### config.mk
export PLATFORM = sky130hd
export DESIGN_NAME = uart_modes
export DESIGN_NICKNAME = d
export VERILOG_FILES = /design/src/design/uart_modes_pkg.sv /design/src/design/uart_frame_if.sv /design/src/design/uart_tx.sv /design/src/design/uart_rx.sv /design/src/design/uart_modes.sv
export VERILOG_INCLUDE_DIRS = /design/src /design/src/design
export SDC_FILE = /design/constraint.sdc
export NUM_CORES = 1
export LEC_CHECK = 0
export ABC_AREA = 1
export BUFFER_PORTS_ARGS = -buffer_cell sky130_fd_sc_hd__buf_2
export CORE_MARGIN = 2
export CORE_UTILIZATION = 25
export CTS_BUF_LIST = sky130_fd_sc_hd__clkbuf_2 sky130_fd_sc_hd__clkbuf_4 sky130_fd_sc_hd__clkbuf_8
export CTS_CLUSTER_DIAMETER = 120
export CTS_CLUSTER_SIZE = 30
export DETAILED_ROUTE_END_ITERATION = 12
export PLACE_DENSITY = 0.5
export SYNTH_ARGS = -nofsm -noshare
export SYNTH_HDL_FRONTEND = slang
export SYNTH_SLANG_ARGS = --single-unit
### constraint.sdc
create_clock -name clk -period 4.72 [get_ports clk]
set_input_delay 0.472 -clock clk [delete_from_list [all_inputs] [get_ports clk]]
set_output_delay 0.472 -clock clk [all_outputs]
set_load 0.005 [all_outputs]
### src/design/uart_modes_consts.svh
// constants of the asynchronous serial channel: field codes and timing counts
`ifndef UART_MODES_CONSTS_SVH
`define UART_MODES_CONSTS_SVH
// frame format select codes
`define FMT_SYNC 2'h0
`define FMT_7BIT 2'h1
`define FMT_8BIT 2'h2
`define FMT_9BIT 2'h3
// default bit time in clock cycles
`define BIT_CYCLES 16'h00AD
// line idle level
`define LINE_IDLE 1'h1
`endif

### src/design/uart_modes_pkg.sv
// types shared by the serial channel modules
package uart_modes_pkg;
  typedef enum logic [2:0] {ST_IDLE, ST_START, ST_DATA, ST_EXTRA, ST_STOP} phase_e;
endpackage : uart_modes_pkg

### src/design/uart_frame_if.sv
// frame settings shared by transmitter and receiver
`timescale 1ns/10ps
interface uart_frame_if;
  logic [3:0] data_bits; // character length excluding ninth bit
  logic has_extra; // parity or ninth bit slot present
  logic ninth_mode; // extra slot carries ninth bit
  logic odd; // odd parity selected
  logic two_stop; // two stop bits
  logic [15:0] bit_cycles; // cycles per bit
  modport src (output data_bits, has_extra, ninth_mode, odd, two_stop, bit_cycles);
  modport snk (input data_bits, has_extra, ninth_mode, odd, two_stop, bit_cycles);
endinterface : uart_frame_if

### src/design/uart_tx.sv
// transmit serialiser
`timescale 1ns/10ps
`include "uart_modes_consts.svh"
module uart_tx (
  // clock and reset
  input wire logic clk,
  input wire logic rst,
  // frame settings
  uart_frame_if.snk cfg,
  // character in
  input wire logic start,
  input wire logic [8:0] data,
  // line and status
  output logic txd,
  output logic busy
);
  typedef struct packed {
    uart_modes_pkg::phase_e ph;
    logic [15:0] cnt; // cycles left in bit
    logic [3:0] idx; // bit index
    logic [8:0] sh; // character being sent
    logic stop2; // second stop pending
    logic txd;
  } tx_s;
  tx_s q, next_q;
  logic par; // computed parity bit

  // parity over data bits only
  always_comb begin
    par = cfg.odd;
    for (int i = 0; i < 8; i++) begin
      if (4'(i) < cfg.data_bits) begin
        par = par ^ q.sh[i];
      end
    end
  end

  // bit sequencing
  always_comb begin
    next_q = q;
    if (q.ph != uart_modes_pkg::ST_IDLE) begin
      next_q.cnt = q.cnt - 16'h0001;
    end
    case (q.ph)
      uart_modes_pkg::ST_IDLE: begin
        next_q.txd = `LINE_IDLE;
        if (start) begin
          next_q.ph = uart_modes_pkg::ST_START;
          next_q.sh = data;
          next_q.txd = 1'h0;
          next_q.cnt = cfg.bit_cycles;
        end
      end
      uart_modes_pkg::ST_START, uart_modes_pkg::ST_DATA: begin
        if (q.cnt == 16'h0001) begin
          next_q.cnt = cfg.bit_cycles;
          if (q.ph == uart_modes_pkg::ST_START) begin
            next_q.idx = 4'h0;
          end else begin
            next_q.idx = q.idx + 4'h1;
          end
          if (q.ph == uart_modes_pkg::ST_START || q.idx + 4'h1 < cfg.data_bits) begin
            next_q.ph = uart_modes_pkg::ST_DATA;
            next_q.txd = q.sh[next_q.idx];
          end else if (cfg.has_extra) begin
            next_q.ph = uart_modes_pkg::ST_EXTRA;
            next_q.txd = cfg.ninth_mode ? q.sh[8] : par;
          end else begin
            next_q.ph = uart_modes_pkg::ST_STOP;
            next_q.txd = 1'h1;
            next_q.stop2 = cfg.two_stop;
          end
        end
      end
      uart_modes_pkg::ST_EXTRA: begin
        if (q.cnt == 16'h0001) begin
          next_q.ph = uart_modes_pkg::ST_STOP;
          next_q.txd = 1'h1;
          next_q.cnt = cfg.bit_cycles;
          next_q.stop2 = cfg.two_stop;
        end
      end
      uart_modes_pkg::ST_STOP: begin
        if (q.cnt == 16'h0001) begin
          next_q.cnt = cfg.bit_cycles;
          if (q.stop2) begin
            next_q.stop2 = 1'h0;
          end else begin
            next_q.ph = uart_modes_pkg::ST_IDLE;
          end
        end
      end
      default: next_q.ph = uart_modes_pkg::ST_IDLE;
    endcase
  end

  // state register
  always_ff @(posedge clk) begin
    if (rst) begin
      q <= '{ph: uart_modes_pkg::ST_IDLE, cnt: 16'h0000, idx: 4'h0, sh: 9'h000,
             stop2: 1'h0, txd: 1'h1};
    end else begin
      q <= next_q;
    end
  end

  assign txd = q.txd;
  assign busy = (q.ph != uart_modes_pkg::ST_IDLE);

  // line idles high when nothing is sent
  a_idle_high: assert property (@(posedge clk) disable iff (rst)
    !busy |-> txd) else $error("line not high while idle");
  // start bit follows a start request
  a_start_low: assert property (@(posedge clk) disable iff (rst)
    (!busy && start) |=> (!txd && busy)) else $error("no start bit");
  c_tx_frame: cover property (@(posedge clk) disable iff (rst) !busy && start);
endmodule : uart_tx

### src/design/uart_rx.sv
// receive deserialiser with parity and ninth bit capture
`timescale 1ns/10ps
`include "uart_modes_consts.svh"
module uart_rx (
  // clock and reset
  input wire logic clk,
  input wire logic rst,
  // frame settings
  uart_frame_if.snk cfg,
  // synchronised line
  input wire logic rxd,
  // character out
  output logic done,
  output logic [7:0] data,
  output logic ninth,
  output logic perr,
  output logic ferr
);
  typedef struct packed {
    uart_modes_pkg::phase_e ph;
    logic [15:0] cnt;
    logic [3:0] idx;
    logic [7:0] sh;
    logic ext; // sampled extra bit
    logic done;
    logic perr;
    logic ferr;
  } rx_s;
  rx_s q, next_q;
  logic par; // expected parity
  logic ext_par; // sampled extra bit, seen by the parity assertion
  assign ext_par = q.ext;

  // expected parity over the received data
  always_comb begin
    par = cfg.odd;
    for (int i = 0; i < 8; i++) begin
      if (4'(i) < cfg.data_bits) begin
        par = par ^ q.sh[i];
      end
    end
  end

  // sampling at mid-bit
  always_comb begin
    next_q = q;
    next_q.done = 1'h0;
    if (q.ph != uart_modes_pkg::ST_IDLE) begin
      next_q.cnt = q.cnt - 16'h0001;
    end
    case (q.ph)
      uart_modes_pkg::ST_IDLE: begin
        if (!rxd) begin
          next_q.ph = uart_modes_pkg::ST_START;
          next_q.cnt = {1'h0, cfg.bit_cycles[15:1]};
        end
      end
      uart_modes_pkg::ST_START: begin
        if (q.cnt == 16'h0001) begin
          // false start if line back high
          next_q.ph = rxd ? uart_modes_pkg::ST_IDLE : uart_modes_pkg::ST_DATA;
          next_q.cnt = cfg.bit_cycles;
          next_q.idx = 4'h0;
          next_q.sh = 8'h00;
        end
      end
      uart_modes_pkg::ST_DATA: begin
        if (q.cnt == 16'h0001) begin
          next_q.cnt = cfg.bit_cycles;
          next_q.sh[q.idx[2:0]] = rxd;
          next_q.idx = q.idx + 4'h1;
          if (q.idx + 4'h1 >= cfg.data_bits) begin
            next_q.ph = cfg.has_extra ? uart_modes_pkg::ST_EXTRA : uart_modes_pkg::ST_STOP;
          end
        end
      end
      uart_modes_pkg::ST_EXTRA: begin
        if (q.cnt == 16'h0001) begin
          next_q.cnt = cfg.bit_cycles;
          next_q.ext = rxd;
          next_q.ph = uart_modes_pkg::ST_STOP;
        end
      end
      uart_modes_pkg::ST_STOP: begin
        if (q.cnt == 16'h0001) begin
          next_q.ph = uart_modes_pkg::ST_IDLE;
          next_q.done = 1'h1;
          next_q.ferr = !rxd;
          next_q.perr = cfg.has_extra && !cfg.ninth_mode && (q.ext != par);
        end
      end
      default: next_q.ph = uart_modes_pkg::ST_IDLE;
    endcase
  end

  // state register
  always_ff @(posedge clk) begin
    if (rst) begin
      q <= '{ph: uart_modes_pkg::ST_IDLE, cnt: 16'h0000, idx: 4'h0, sh: 8'h00,
             ext: 1'h0, done: 1'h0, perr: 1'h0, ferr: 1'h0};
    end else begin
      q <= next_q;
    end
  end

  assign done = q.done;
  assign data = q.sh;
  assign ninth = cfg.ninth_mode & q.ext;
  assign perr = q.perr;
  assign ferr = q.ferr;

  // flag against a reduction parity of buffer, polarity and extra bit
  a_perr_parity: assert property (@(posedge clk) disable iff (rst)
    done |-> (perr == (cfg.has_extra && !cfg.ninth_mode && (ext_par ^ cfg.odd ^ (^q.sh)))))
    else $error("parity error flag wrong");
  c_rx_done: cover property (@(posedge clk) disable iff (rst) done);
  c_rx_perr: cover property (@(posedge clk) disable iff (rst) done && perr);
endmodule : uart_rx

### src/design/uart_modes.sv
// asynchronous serial channel: 7, 8 and 9-bit modes with wakeup filter
`timescale 1ns/10ps
`include "uart_modes_consts.svh"
module uart_modes #(
  parameter logic [15:0] BIT_CYCLES = `BIT_CYCLES
) (
  // clock and reset
  input wire logic clk,
  input wire logic rst,
  // configuration
  input wire logic [1:0] frame_format_select,
  input wire logic parity_enable,
  input wire logic odd_parity,
  input wire logic stop_bit_length,
  input wire logic wakeup_filter_enable,
  input wire logic transmit_ninth_bit,
  // transmit data buffer write
  input wire logic tx_write,
  input wire logic [7:0] tx_data,
  // serial pins
  input wire logic serial_receive_pin,
  output logic serial_transmit_pin,
  output logic serial_transmit_oe,
  // receive side
  output logic [7:0] serial_data_buffer,
  output logic received_ninth_bit,
  output logic parity_error,
  output logic framing_error,
  output logic receive_interrupt,
  // status
  output logic tx_busy
);
  uart_frame_if cfg ();
  logic rx_done;
  logic [7:0] rx_data;
  logic rx_ninth;
  logic rx_perr;
  logic rx_ferr;
  logic line_txd;
  logic line_busy;
  logic async_mode; // any uart mode selected

  typedef struct packed {
    logic sync1; // first synchroniser stage
    logic sync2; // second synchroniser stage
    logic pend; // write waiting for idle transmitter
    logic [8:0] tbuf; // pending character
    logic start;
    logic txd;
    logic oe;
    logic busy;
    logic [7:0] rbuf;
    logic rb8;
    logic perr;
    logic ferr;
    logic irq;
  } top_s;
  top_s q, next_q;

  assign async_mode = (frame_format_select != `FMT_SYNC);

  // frame shape from the mode fields
  always_comb begin
    cfg.bit_cycles = BIT_CYCLES;
    cfg.odd = odd_parity; // polarity choice
    cfg.two_stop = stop_bit_length; // stop length
    cfg.ninth_mode = 1'h0;
    cfg.data_bits = 4'h8;
    cfg.has_extra = 1'h0;
    case (frame_format_select)
      `FMT_7BIT: begin
        cfg.data_bits = 4'h7;
        cfg.has_extra = parity_enable;
      end
      `FMT_8BIT: begin
        cfg.has_extra = parity_enable;
      end
      `FMT_9BIT: begin
        cfg.has_extra = 1'h1;
        cfg.ninth_mode = 1'h1;
      end
      default: cfg.data_bits = 4'h8;
    endcase
  end

  uart_tx u_tx (
    .clk(clk),
    .rst(rst),
    .cfg(cfg.snk),
    .start(q.start),
    .data(q.tbuf),
    .txd(line_txd),
    .busy(line_busy)
  );

  uart_rx u_rx (
    .clk(clk),
    .rst(rst),
    .cfg(cfg.snk),
    .rxd(q.sync2),
    .done(rx_done),
    .data(rx_data),
    .ninth(rx_ninth),
    .perr(rx_perr),
    .ferr(rx_ferr)
  );

  // buffers, wakeup filter and pin drive
  always_comb begin
    next_q = q;
    next_q.sync1 = serial_receive_pin;
    next_q.sync2 = q.sync1;
    next_q.start = 1'h0;
    next_q.irq = 1'h0;
    // ninth bit sampled with the buffer write
    if (tx_write && async_mode) begin
      next_q.pend = 1'h1;
      next_q.tbuf = {transmit_ninth_bit, tx_data};
    end
    // hand over once the serialiser is idle
    if (q.pend && !line_busy && !q.start) begin
      next_q.start = 1'h1;
      next_q.pend = 1'h0;
    end
    next_q.busy = next_q.pend || next_q.start || line_busy;
    next_q.txd = line_txd;
    // open drain style: drive only low bits when filtering as slave
    next_q.oe = !(wakeup_filter_enable && frame_format_select == `FMT_9BIT) || !line_txd;
    if (rx_done && async_mode) begin
      next_q.rbuf = rx_data;
      next_q.rb8 = rx_ninth;
      next_q.perr = rx_perr;
      next_q.ferr = rx_ferr;
      if (!(wakeup_filter_enable && frame_format_select == `FMT_9BIT) || rx_ninth) begin
        next_q.irq = 1'h1;
      end
    end
  end

  // state register
  always_ff @(posedge clk) begin
    if (rst) begin
      q <= '{sync1: 1'h1, sync2: 1'h1, pend: 1'h0, tbuf: 9'h000, start: 1'h0,
             txd: 1'h1, oe: 1'h1, busy: 1'h0, rbuf: 8'h00, rb8: 1'h0, perr: 1'h0,
             ferr: 1'h0, irq: 1'h0};
    end else begin
      q <= next_q;
    end
  end

  assign serial_transmit_pin = q.txd;
  assign serial_transmit_oe = q.oe;
  assign serial_data_buffer = q.rbuf;
  assign received_ninth_bit = q.rb8;
  assign parity_error = q.perr;
  assign framing_error = q.ferr;
  assign receive_interrupt = q.irq;
  assign tx_busy = q.busy;

  a_wakeup_filter: assert property (@(posedge clk) disable iff (rst)
    (rx_done && wakeup_filter_enable && frame_format_select == `FMT_9BIT && !rx_ninth)
    |=> !receive_interrupt) else $error("interrupt on data while filtering");
  a_irq_normal: assert property (@(posedge clk) disable iff (rst)
    (rx_done && async_mode && !wakeup_filter_enable) |=> receive_interrupt)
    else $error("missing receive interrupt");
  a_ninth_capture: assert property (@(posedge clk) disable iff (rst)
    (rx_done && async_mode) |=> (received_ninth_bit == $past(rx_ninth)))
    else $error("ninth bit not captured");
  a_write_starts: assert property (@(posedge clk) disable iff (rst)
    (tx_write && async_mode && !tx_busy && !q.pend) |-> ##[1:3] q.start)
    else $error("write did not start frame");
  c_wake_addr: cover property (@(posedge clk) disable iff (rst)
    receive_interrupt && received_ninth_bit);
endmodule : uart_modes

==> results of run 1 <==
-- cells in the final DEF, fill, tap and decap left out, types with 2 or more instances in the layout --
| cell | instances |
|---|---|
| nand2_1 | 157 |
| nor2_1 | 107 |
| dfxtp_1 | 97 |
| inv_1 | 79 |
| a21oi_1 | 60 |
| o21ai_0 | 45 |
| nand3_1 | 37 |
| buf_2 | 33 |
| xor2_1 | 26 |
| ha_1 | 16 |
| o21ai_1 | 11 |
| clkbuf_8 | 10 |
| nor2_4 | 8 |
| nand2_2 | 8 |
| nand4_1 | 8 |
| inv_2 | 7 |
| nor3_1 | 7 |
| xnor2_1 | 6 |
| nor2_2 | 5 |
| a31oi_1 | 5 |
| nor3_2 | 4 |
| nor4_1 | 4 |
| a21oi_2 | 3 |
| or2_2 | 3 |
| nand2_4 | 2 |
| o211ai_1 | 2 |
| o21a_1 | 2 |
| o31ai_1 | 2 |
| clkinvlp_4 | 2 |
| buf_4 | 2 |
-- cell usage after synthesis (2+ instances only) --
| cell | count |
|---|---|
| nor3_1 | 7 |
| buf_2 | 2 |
| nand4_1 | 8 |
| or2_2 | 3 |
| ha_1 | 16 |
| o21ai_0 | 45 |
| a31oi_1 | 5 |
| nor2_2 | 5 |
| nand2_4 | 2 |
| inv_2 | 7 |
| nand2_2 | 8 |
| o31ai_1 | 2 |
| a21oi_1 | 60 |
| nor2_1 | 107 |
| xor2_1 | 26 |
| o211ai_1 | 2 |
| buf_4 | 11 |
| clkbuf_1 | 12 |
| nor3_2 | 4 |
| o21a_1 | 2 |
| nand3_1 | 37 |
| xnor2_1 | 6 |
| dfxtp_1 | 97 |
| nor4_1 | 4 |
| inv_1 | 79 |
| nor2_4 | 8 |
| nand2_1 | 157 |
| a21oi_2 | 3 |
| o21ai_1 | 11 |
-- worst register-to-register path: cells and delay by family, from the launching register on --
kind	cells	cell delay, ps
and+or+nand+nor	3	250
DFF	1	520
AOI/OAI and AO/OA	4	370
buffers and inverters	2	130
adders and majority gates	2	620
-- power groups by stage --
stage	combinational (W)	sequential (W)	clock, W
after detailed placement	0.000262	0.000895	0
final	0.000260	0.000876	0.000578
after global routing	0.000298	0.000881	0.000629
after global placement	0.000263	0.000895	0
after CTS	0.000263	0.000876	0.000601
after floorplan	0.000206	0.000888	0
-- registers in the layout, summed over array words and instances, names as in the netlist, 8 cells and up --
register	cells
q	12
u_rx.data	8
u_tx.q	33
serial_data_buffer	8
u_rx.q	23
-- cells by family (layout without fill, tap and decap cells) --
family	after synthesis	count (layout)	share of synthesized area, %
xor+xnor	32	32	5.319
fa+ha+maj	16	16	3.800
simple gates	357	357	31.28
buf+inv	112	137	8.810
compound gates	136	136	13.94
flops	97	97	36.86
-- layer usage --
layer	vias to the layer above	GRT usage (%)	share of wire, %
met2	74	18.13	42
met4	0	2.857	1.1
met3	12	2.752	4.2
li1	2446	-	-
met1	2062	16.27	53
met5	-	0	0
-- stage by stage --
stage | worst slack [ps] | hold slack (ps) | instances | instance area (µm²) | total power [W]
2_1_floorplan | 2741 | 386.3 | 750 | 5269 | 0.001094
3_3_place_gp | 2373 | 394.9 | 1035 | 5655 | 0.001158
3_5_place_dp | 2344 | 394.0 | 1035 | 5655 | 0.001156
4_1_cts | 2665 | 255.8 | 1050 | 5858 | 0.001741
5_1_grt | 2406 | 259.3 | 1050 | 5858 | 0.001808
6_report | 2669 | 272.3 | 1050 | 5858 | 0.001714
-- area by class of cell --
class | count | area (µm²)
repair buffers | 35 | 180.2
clock buffers | 10 | 137.6
well taps | 275 | 344.1
multi-input cells | 541 | 2863
clock inverters | 5 | 65.06
inverters | 87 | 326.6
flip-flops and latches | 97 | 1942
fillers | 2323 | 14960
-- final timing paths --
kind | startpoint | to | slack (ps) | depth (start not counted)
setup / recovery | u_rx.q[12] | u_rx.q[33] | 2670 | 11
hold / removal | serial_receive_pin | next_q[26] | 270 | 2
hold reg to reg | next_q[26] | q[26] | 420 | 1
setup reg to reg | u_rx.q[12] | u_rx.q[33] | 2670 | 11
==> summary.txt, run 1 <==
Floorplan
  – Die area: 22250 µm²
  – # IOs: 34
  – Die Y-Extent: 149.2 µm
  – Die span in x: 149.2 µm
  – FP Rows: 53
  – Initial Utilization: 25.30%
  – Core Area: 20820 µm²

Synth
  – Post-synthesis sequential area ratio: 36.86%
  – Asr flop ratio synth: 0%
  – Area leader, netlist: dfxtp_1
  – Mapped Cells: 750
  – Post-Syn Area: 5269 µm²
  – Count of cell types in the netlist: 43
  – Top cell type's share of synthesized area: 36.86%
  – Syn Nets: 785
  – Post-synthesis sequential element count: 97
  – Synth Warn #: 0
  – Top FF cell, synth: dfxtp_1
  – EDFF count, synth: 0
  – Syn Area/Cell: 7.025 µm²
  – Synth top area cells: dfxtp_1 (37%), nand2_1 (11%), nor2_1 (7.6%)

Critical path
  – CP max stage delay: 520 ps
  – WP buf/inv: 2
  – Critical path peak fanout: 9
  – CP required: 4970 ps
  – CP max stage cell: dfxtp_1
  – Crit path cell chain: ha_1 > ha_1 > inv_1 > a21oi_1 > o21a_1 > o21ai_0 > nand2_1 > nand3_1 > inv_1 > nand2_1 > a21oi_1
  – Worst Setup Start Kind: flop
  – Crit path capture type: flop
  – WP data arrival: 2300 ps
  – Critical path class: reg2reg
  – Crit-path leading delay family: adder cells

Job
  – Max-cap violations: 0

Power and ir drop
  – Switching share of power: 29.87%
  – Net switching power: 0.0005119 W
  – Combinational Power Share: 15.2%
  – P_int: 0.001202 W
  – Clock share of power: 33.7%
  – Leakage: 2.538 nW
  – Maximum vdd drop: 0.0001229 V
  – Pwr dens: 292.5 nW/µm²
  – Sequential Power Share: 51.1%

Clock tree
  – Post-CTS Setup Bufs: 0
  – Number of buffers created by CTS: 9
  – CTS max path bufs: 2
  – H-tree depth: 3
  – Hold-fix buffers, CTS: 0
  – Post-CTS sizing: 0
  – Reg clk slew, reported paths: 100 ps
  – Clk Latency, worst-skew pair: 380 ps
  – CTS root buffer: clkbuf_8
  – CTS tree: done
  – Sink Count: 97

Global route
  – Largest net degree at the start of global routing: 49
  – First-pass GRT wire length: 21030 µm
  – Vias in the first global route: 4329
  – Total GRT Usage: 11.66%
  – Initial antenna violation count: 0
  – Total grt overflow: 0

Timing
  – Min cycle time layout: 2051 ps
  – Clock Skew: 6.135 ps
  – Relative slew slack: 53.20%
  – Tcrit/Tclk final: 43.45%
  – Worst slew pin tran: 702.0 ps
  – Final slew viol count: 0
  – Final hold violations: 0
  – FMAX: 487.6 MHz
  – Unrepaired setup endpoints after global routing: no
  – Setup violators final: 0
  – Setup TNS: 0 ps

Placed design
  – Dpl hpwl: 8999 µm
  – IO buf count: 33
  – GPL Wtd Cong: 0.8089

Finish
  – Area grow syn2layout: 11.19%
  – Ant. Diodes: 0
  – Final Util: 28.13%
  – Layout cells sized above 1: 12.52%
  – Nets: 806

Detailed routing
  – Via count normalized by instance count: 4.375
  – 1st-iter DRT viols: 301
  – DRC: 0
  – Wire per inst: 11.93 µm
  – Total number of vias: 4594
  – Final ANT Viol Nets: 0
  – Final WL: 12530 µm
  – First drt pass iteration count: 4

Min path
  – HP Class: in2reg

Outcome
  – Status: complete, no violations
(Power assumes the default switching activity.)
==> run 2: changes to the inputs <==
Clock period 4.72 ns to 2 ns, I/O delays scaled along.
==> run 2 against run 1 <==
Compared with the run above:
- power is 130% higher
- final cell count is 1.2% higher
- clock skew is 1.7 ps higher
- largest power group unchanged
==> summary.txt, run 2 (same netlist as run 1, synthesis figures left out) <==
Timing
  – Clock Skew: 7.869 ps (+1.734 ps)
  – Setup violators final: 0 (unchanged)
  – Final slew viol count: 0 (unchanged)
  – FMAX: 543.2 MHz (+11%)
  – Min cycle time layout: 1841 ps (-210.0 ps)
  – Relative slew slack: 62.45% (+9.3 points)
  – Worst slew pin tran: 563.2 ps (-138.8 ps)
  – Tcrit/Tclk final: 92.04% (+49 points)
  – Final hold violations: 0 (unchanged)
  – Worst hold margin: 11.97 ps (-260.3 ps)

Power and ir drop
  – Maximum vdd drop: 0.0002733 V (+120%)
  – Sequential Power Share: 52.2% (+1.1 points)
  – P_int: 0.002738 W (+130%)
  – Net switching power: 0.001219 W (+140%)
  – Pwr dens: 664.2 nW/µm² (+130%)
  – Combinational Power Share: 15.9% (+0.7 points)
  – Leakage: 2.598 nW (+2.4%)
  – Total Power: 0.003957 W (+130%)
  – Switching share of power: 30.81% (+0.94 points)
  – Clock share of power: 31.9% (-1.8 points)

Detailed routing
  – Wire per inst: 11.54 µm (-3.2%)
  – DRC: 0 (unchanged)
  – Via count normalized by instance count: 4.281 (-2.1%)
  – Final WL: 12270 µm (-2.1%)
  – First drt pass iteration count: 4 (unchanged)
  – Total number of vias: 4551 (-0.94%)
  – Final ANT Viol Nets: 0 (unchanged)
  – 1st-iter DRT viols: 207 (-31%)

Global route
  – First-pass GRT wire length: 21410 µm (+1.8%)
  – Initial antenna violation count: 0 (unchanged)
  – Vias in the first global route: 4388 (+1.4%)
  – Total grt overflow: 0 (unchanged)
  – Largest net degree at the start of global routing: 48 (-2.0%)
  – Total GRT Usage: 11.75% (+0.090 points)

Clock tree
  – Number of buffers created by CTS: 9 (unchanged)
  – Sink Count: 97 (unchanged)
  – CTS tree: done
  – CTS max path bufs: 2 (unchanged)
  – CTS root buffer: clkbuf_8
  – Clk Latency, worst-skew pair: 380 ps (about the same)
  – Post-CTS Setup Bufs: 0 (unchanged)
  – Reg clk slew, reported paths: 100 ps (about the same)
  – H-tree depth: 3 (unchanged)

Placed design
  – Cell Area, Placed: 5758 µm² (+1.8%)
  – Dpl hpwl: 8874 µm (-1.4%)
  – Dpl cells: 1047 (+1.2%)
  – GPL Wtd Cong: 0.8005 (-1.0%)
  – IO buf count: 33 (unchanged)

Critical path
  – Crit path capture type: flop
  – Critical path peak fanout: 5 (-4)
  – CP required: 2250 ps (-2720 ps)
  – WP data arrival: 2090 ps (-210 ps)
  – Worst Setup Start Kind: flop
  – Critical path class: reg2reg

Floorplan
  – Die span in x: 149.2 µm (unchanged)
  – FP Rows: 53 (unchanged)
  – Core Area: 20820 µm² (unchanged)
  – # IOs: 34 (unchanged)
  – Initial Utilization: 25.30% (unchanged)
  – Die Y-Extent: 149.2 µm (unchanged)
  – Die area: 22250 µm² (unchanged)

Finish
  – Nets: 818 (+1.5%)
  – Biggest regs: u_tx.q: 33 flops, u_rx.q: 23 flops, q: 12 flops
  – Final std cells w/o fill: 1063 (+1.2%)
  – Layout cells sized above 1: 14.59% (+2.1 points)
  – Biggest register: u_tx.q
  – Max FFs per register: 33 (unchanged)
  – Ant. Diodes: 0 (unchanged)
  – Area grow syn2layout: 13.06%
  – Post-route cell area: 5957 µm² (+1.7%)
  – Commonest cells after routing, fill and taps aside: nand2_1 (156), nor2_1 (107), dfxtp_1 (94), inv_1 (79), a21oi_1 (60)
  – Commonest non-fill, non-tap cell in the layout: nand2_1

Min path
  – HP Class: in2reg

Job
  – Max-cap violations: 0 (unchanged)

Outcome
  – Status: complete, no violations
-- run 2: final timing paths --
| check | startpoint | endpoint | slack, ps | depth (start not counted) |
|---|---|---|---|---|
| setup / recovery | u_tx.q[11] | u_tx.q[33] | 160 | 11 |
| hold / removal | serial_receive_pin | next_q[26] | 10 | 2 |
| setup reg to reg | u_tx.q[11] | u_tx.q[33] | 160 | 11 |
| hold reg to reg | next_q[26] | q[26] | 460 | 1 |
-- run 2: metal layers --
layer	share of wire [%]	GRT usage [%]	wire length, µm
met1	53	16.18	6515
met2	43	18.48	5278
met3	3.2	3.058	388
met4	0.71	2.571	87
met5	0	0	0
-- run 2: critical path, cell delays in order (launching register included) --
cell and delay [ps]:
dfxtp_2 360, ha_1 330, ha_1 300, a21o_1 170
nand3_1 60, nand2_1 50, nand2_1 70, inv_1 70
nand2_2 70, nor2_1 40, o21ai_1 110, a21oi_1 70
-- run 2: timing repair --
item | 4_1_cts | 5_1_grt
endpoints found under the setup margin | 0 | 5
resized for setup | 0 | 6
endpoints found under the hold margin | 0 | 0
hold buffers | 0 | 0
-- run 2: layout make-up --
type | count | area [µm²]
Inverter | 87 | 326.6
Sequential cell | 97 | 1946
Multi-Input combinational cell | 541 | 2870
Tap cell | 275 | 344.1
Clock buffer | 10 | 137.6
Timing Repair Buffer | 47 | 282.8
Clock inverter | 6 | 50.05
Fill cell | 2300 | 14870
-- run 2: power groups by stage --
stage | Clock (W) | Sequential, W | Combinational, W
after global placement | 0 | 0.00211 | 0.000632
after global routing | 0.00140 | 0.00208 | 0.000733
final | 0.00126 | 0.00207 | 0.000630
after CTS | 0.00133 | 0.00207 | 0.000638
after floorplan | 0 | 0.00209 | 0.000487
after detailed placement | 0 | 0.00211 | 0.000633
-- run 2: stage by stage --
stage / setup WS [ps] / util [%] / setup TNS [ps]
after floorplan: 210.5 / - / 0
after global placement: 102.3 / 27.65 / 0
after detailed placement: 87.13 / 27.65 / 0
after CTS: 89.76 / 28.55 / 0
after global routing: -6.105 / 28.61 / -7.731
final: 159.2 / 28.61 / 0
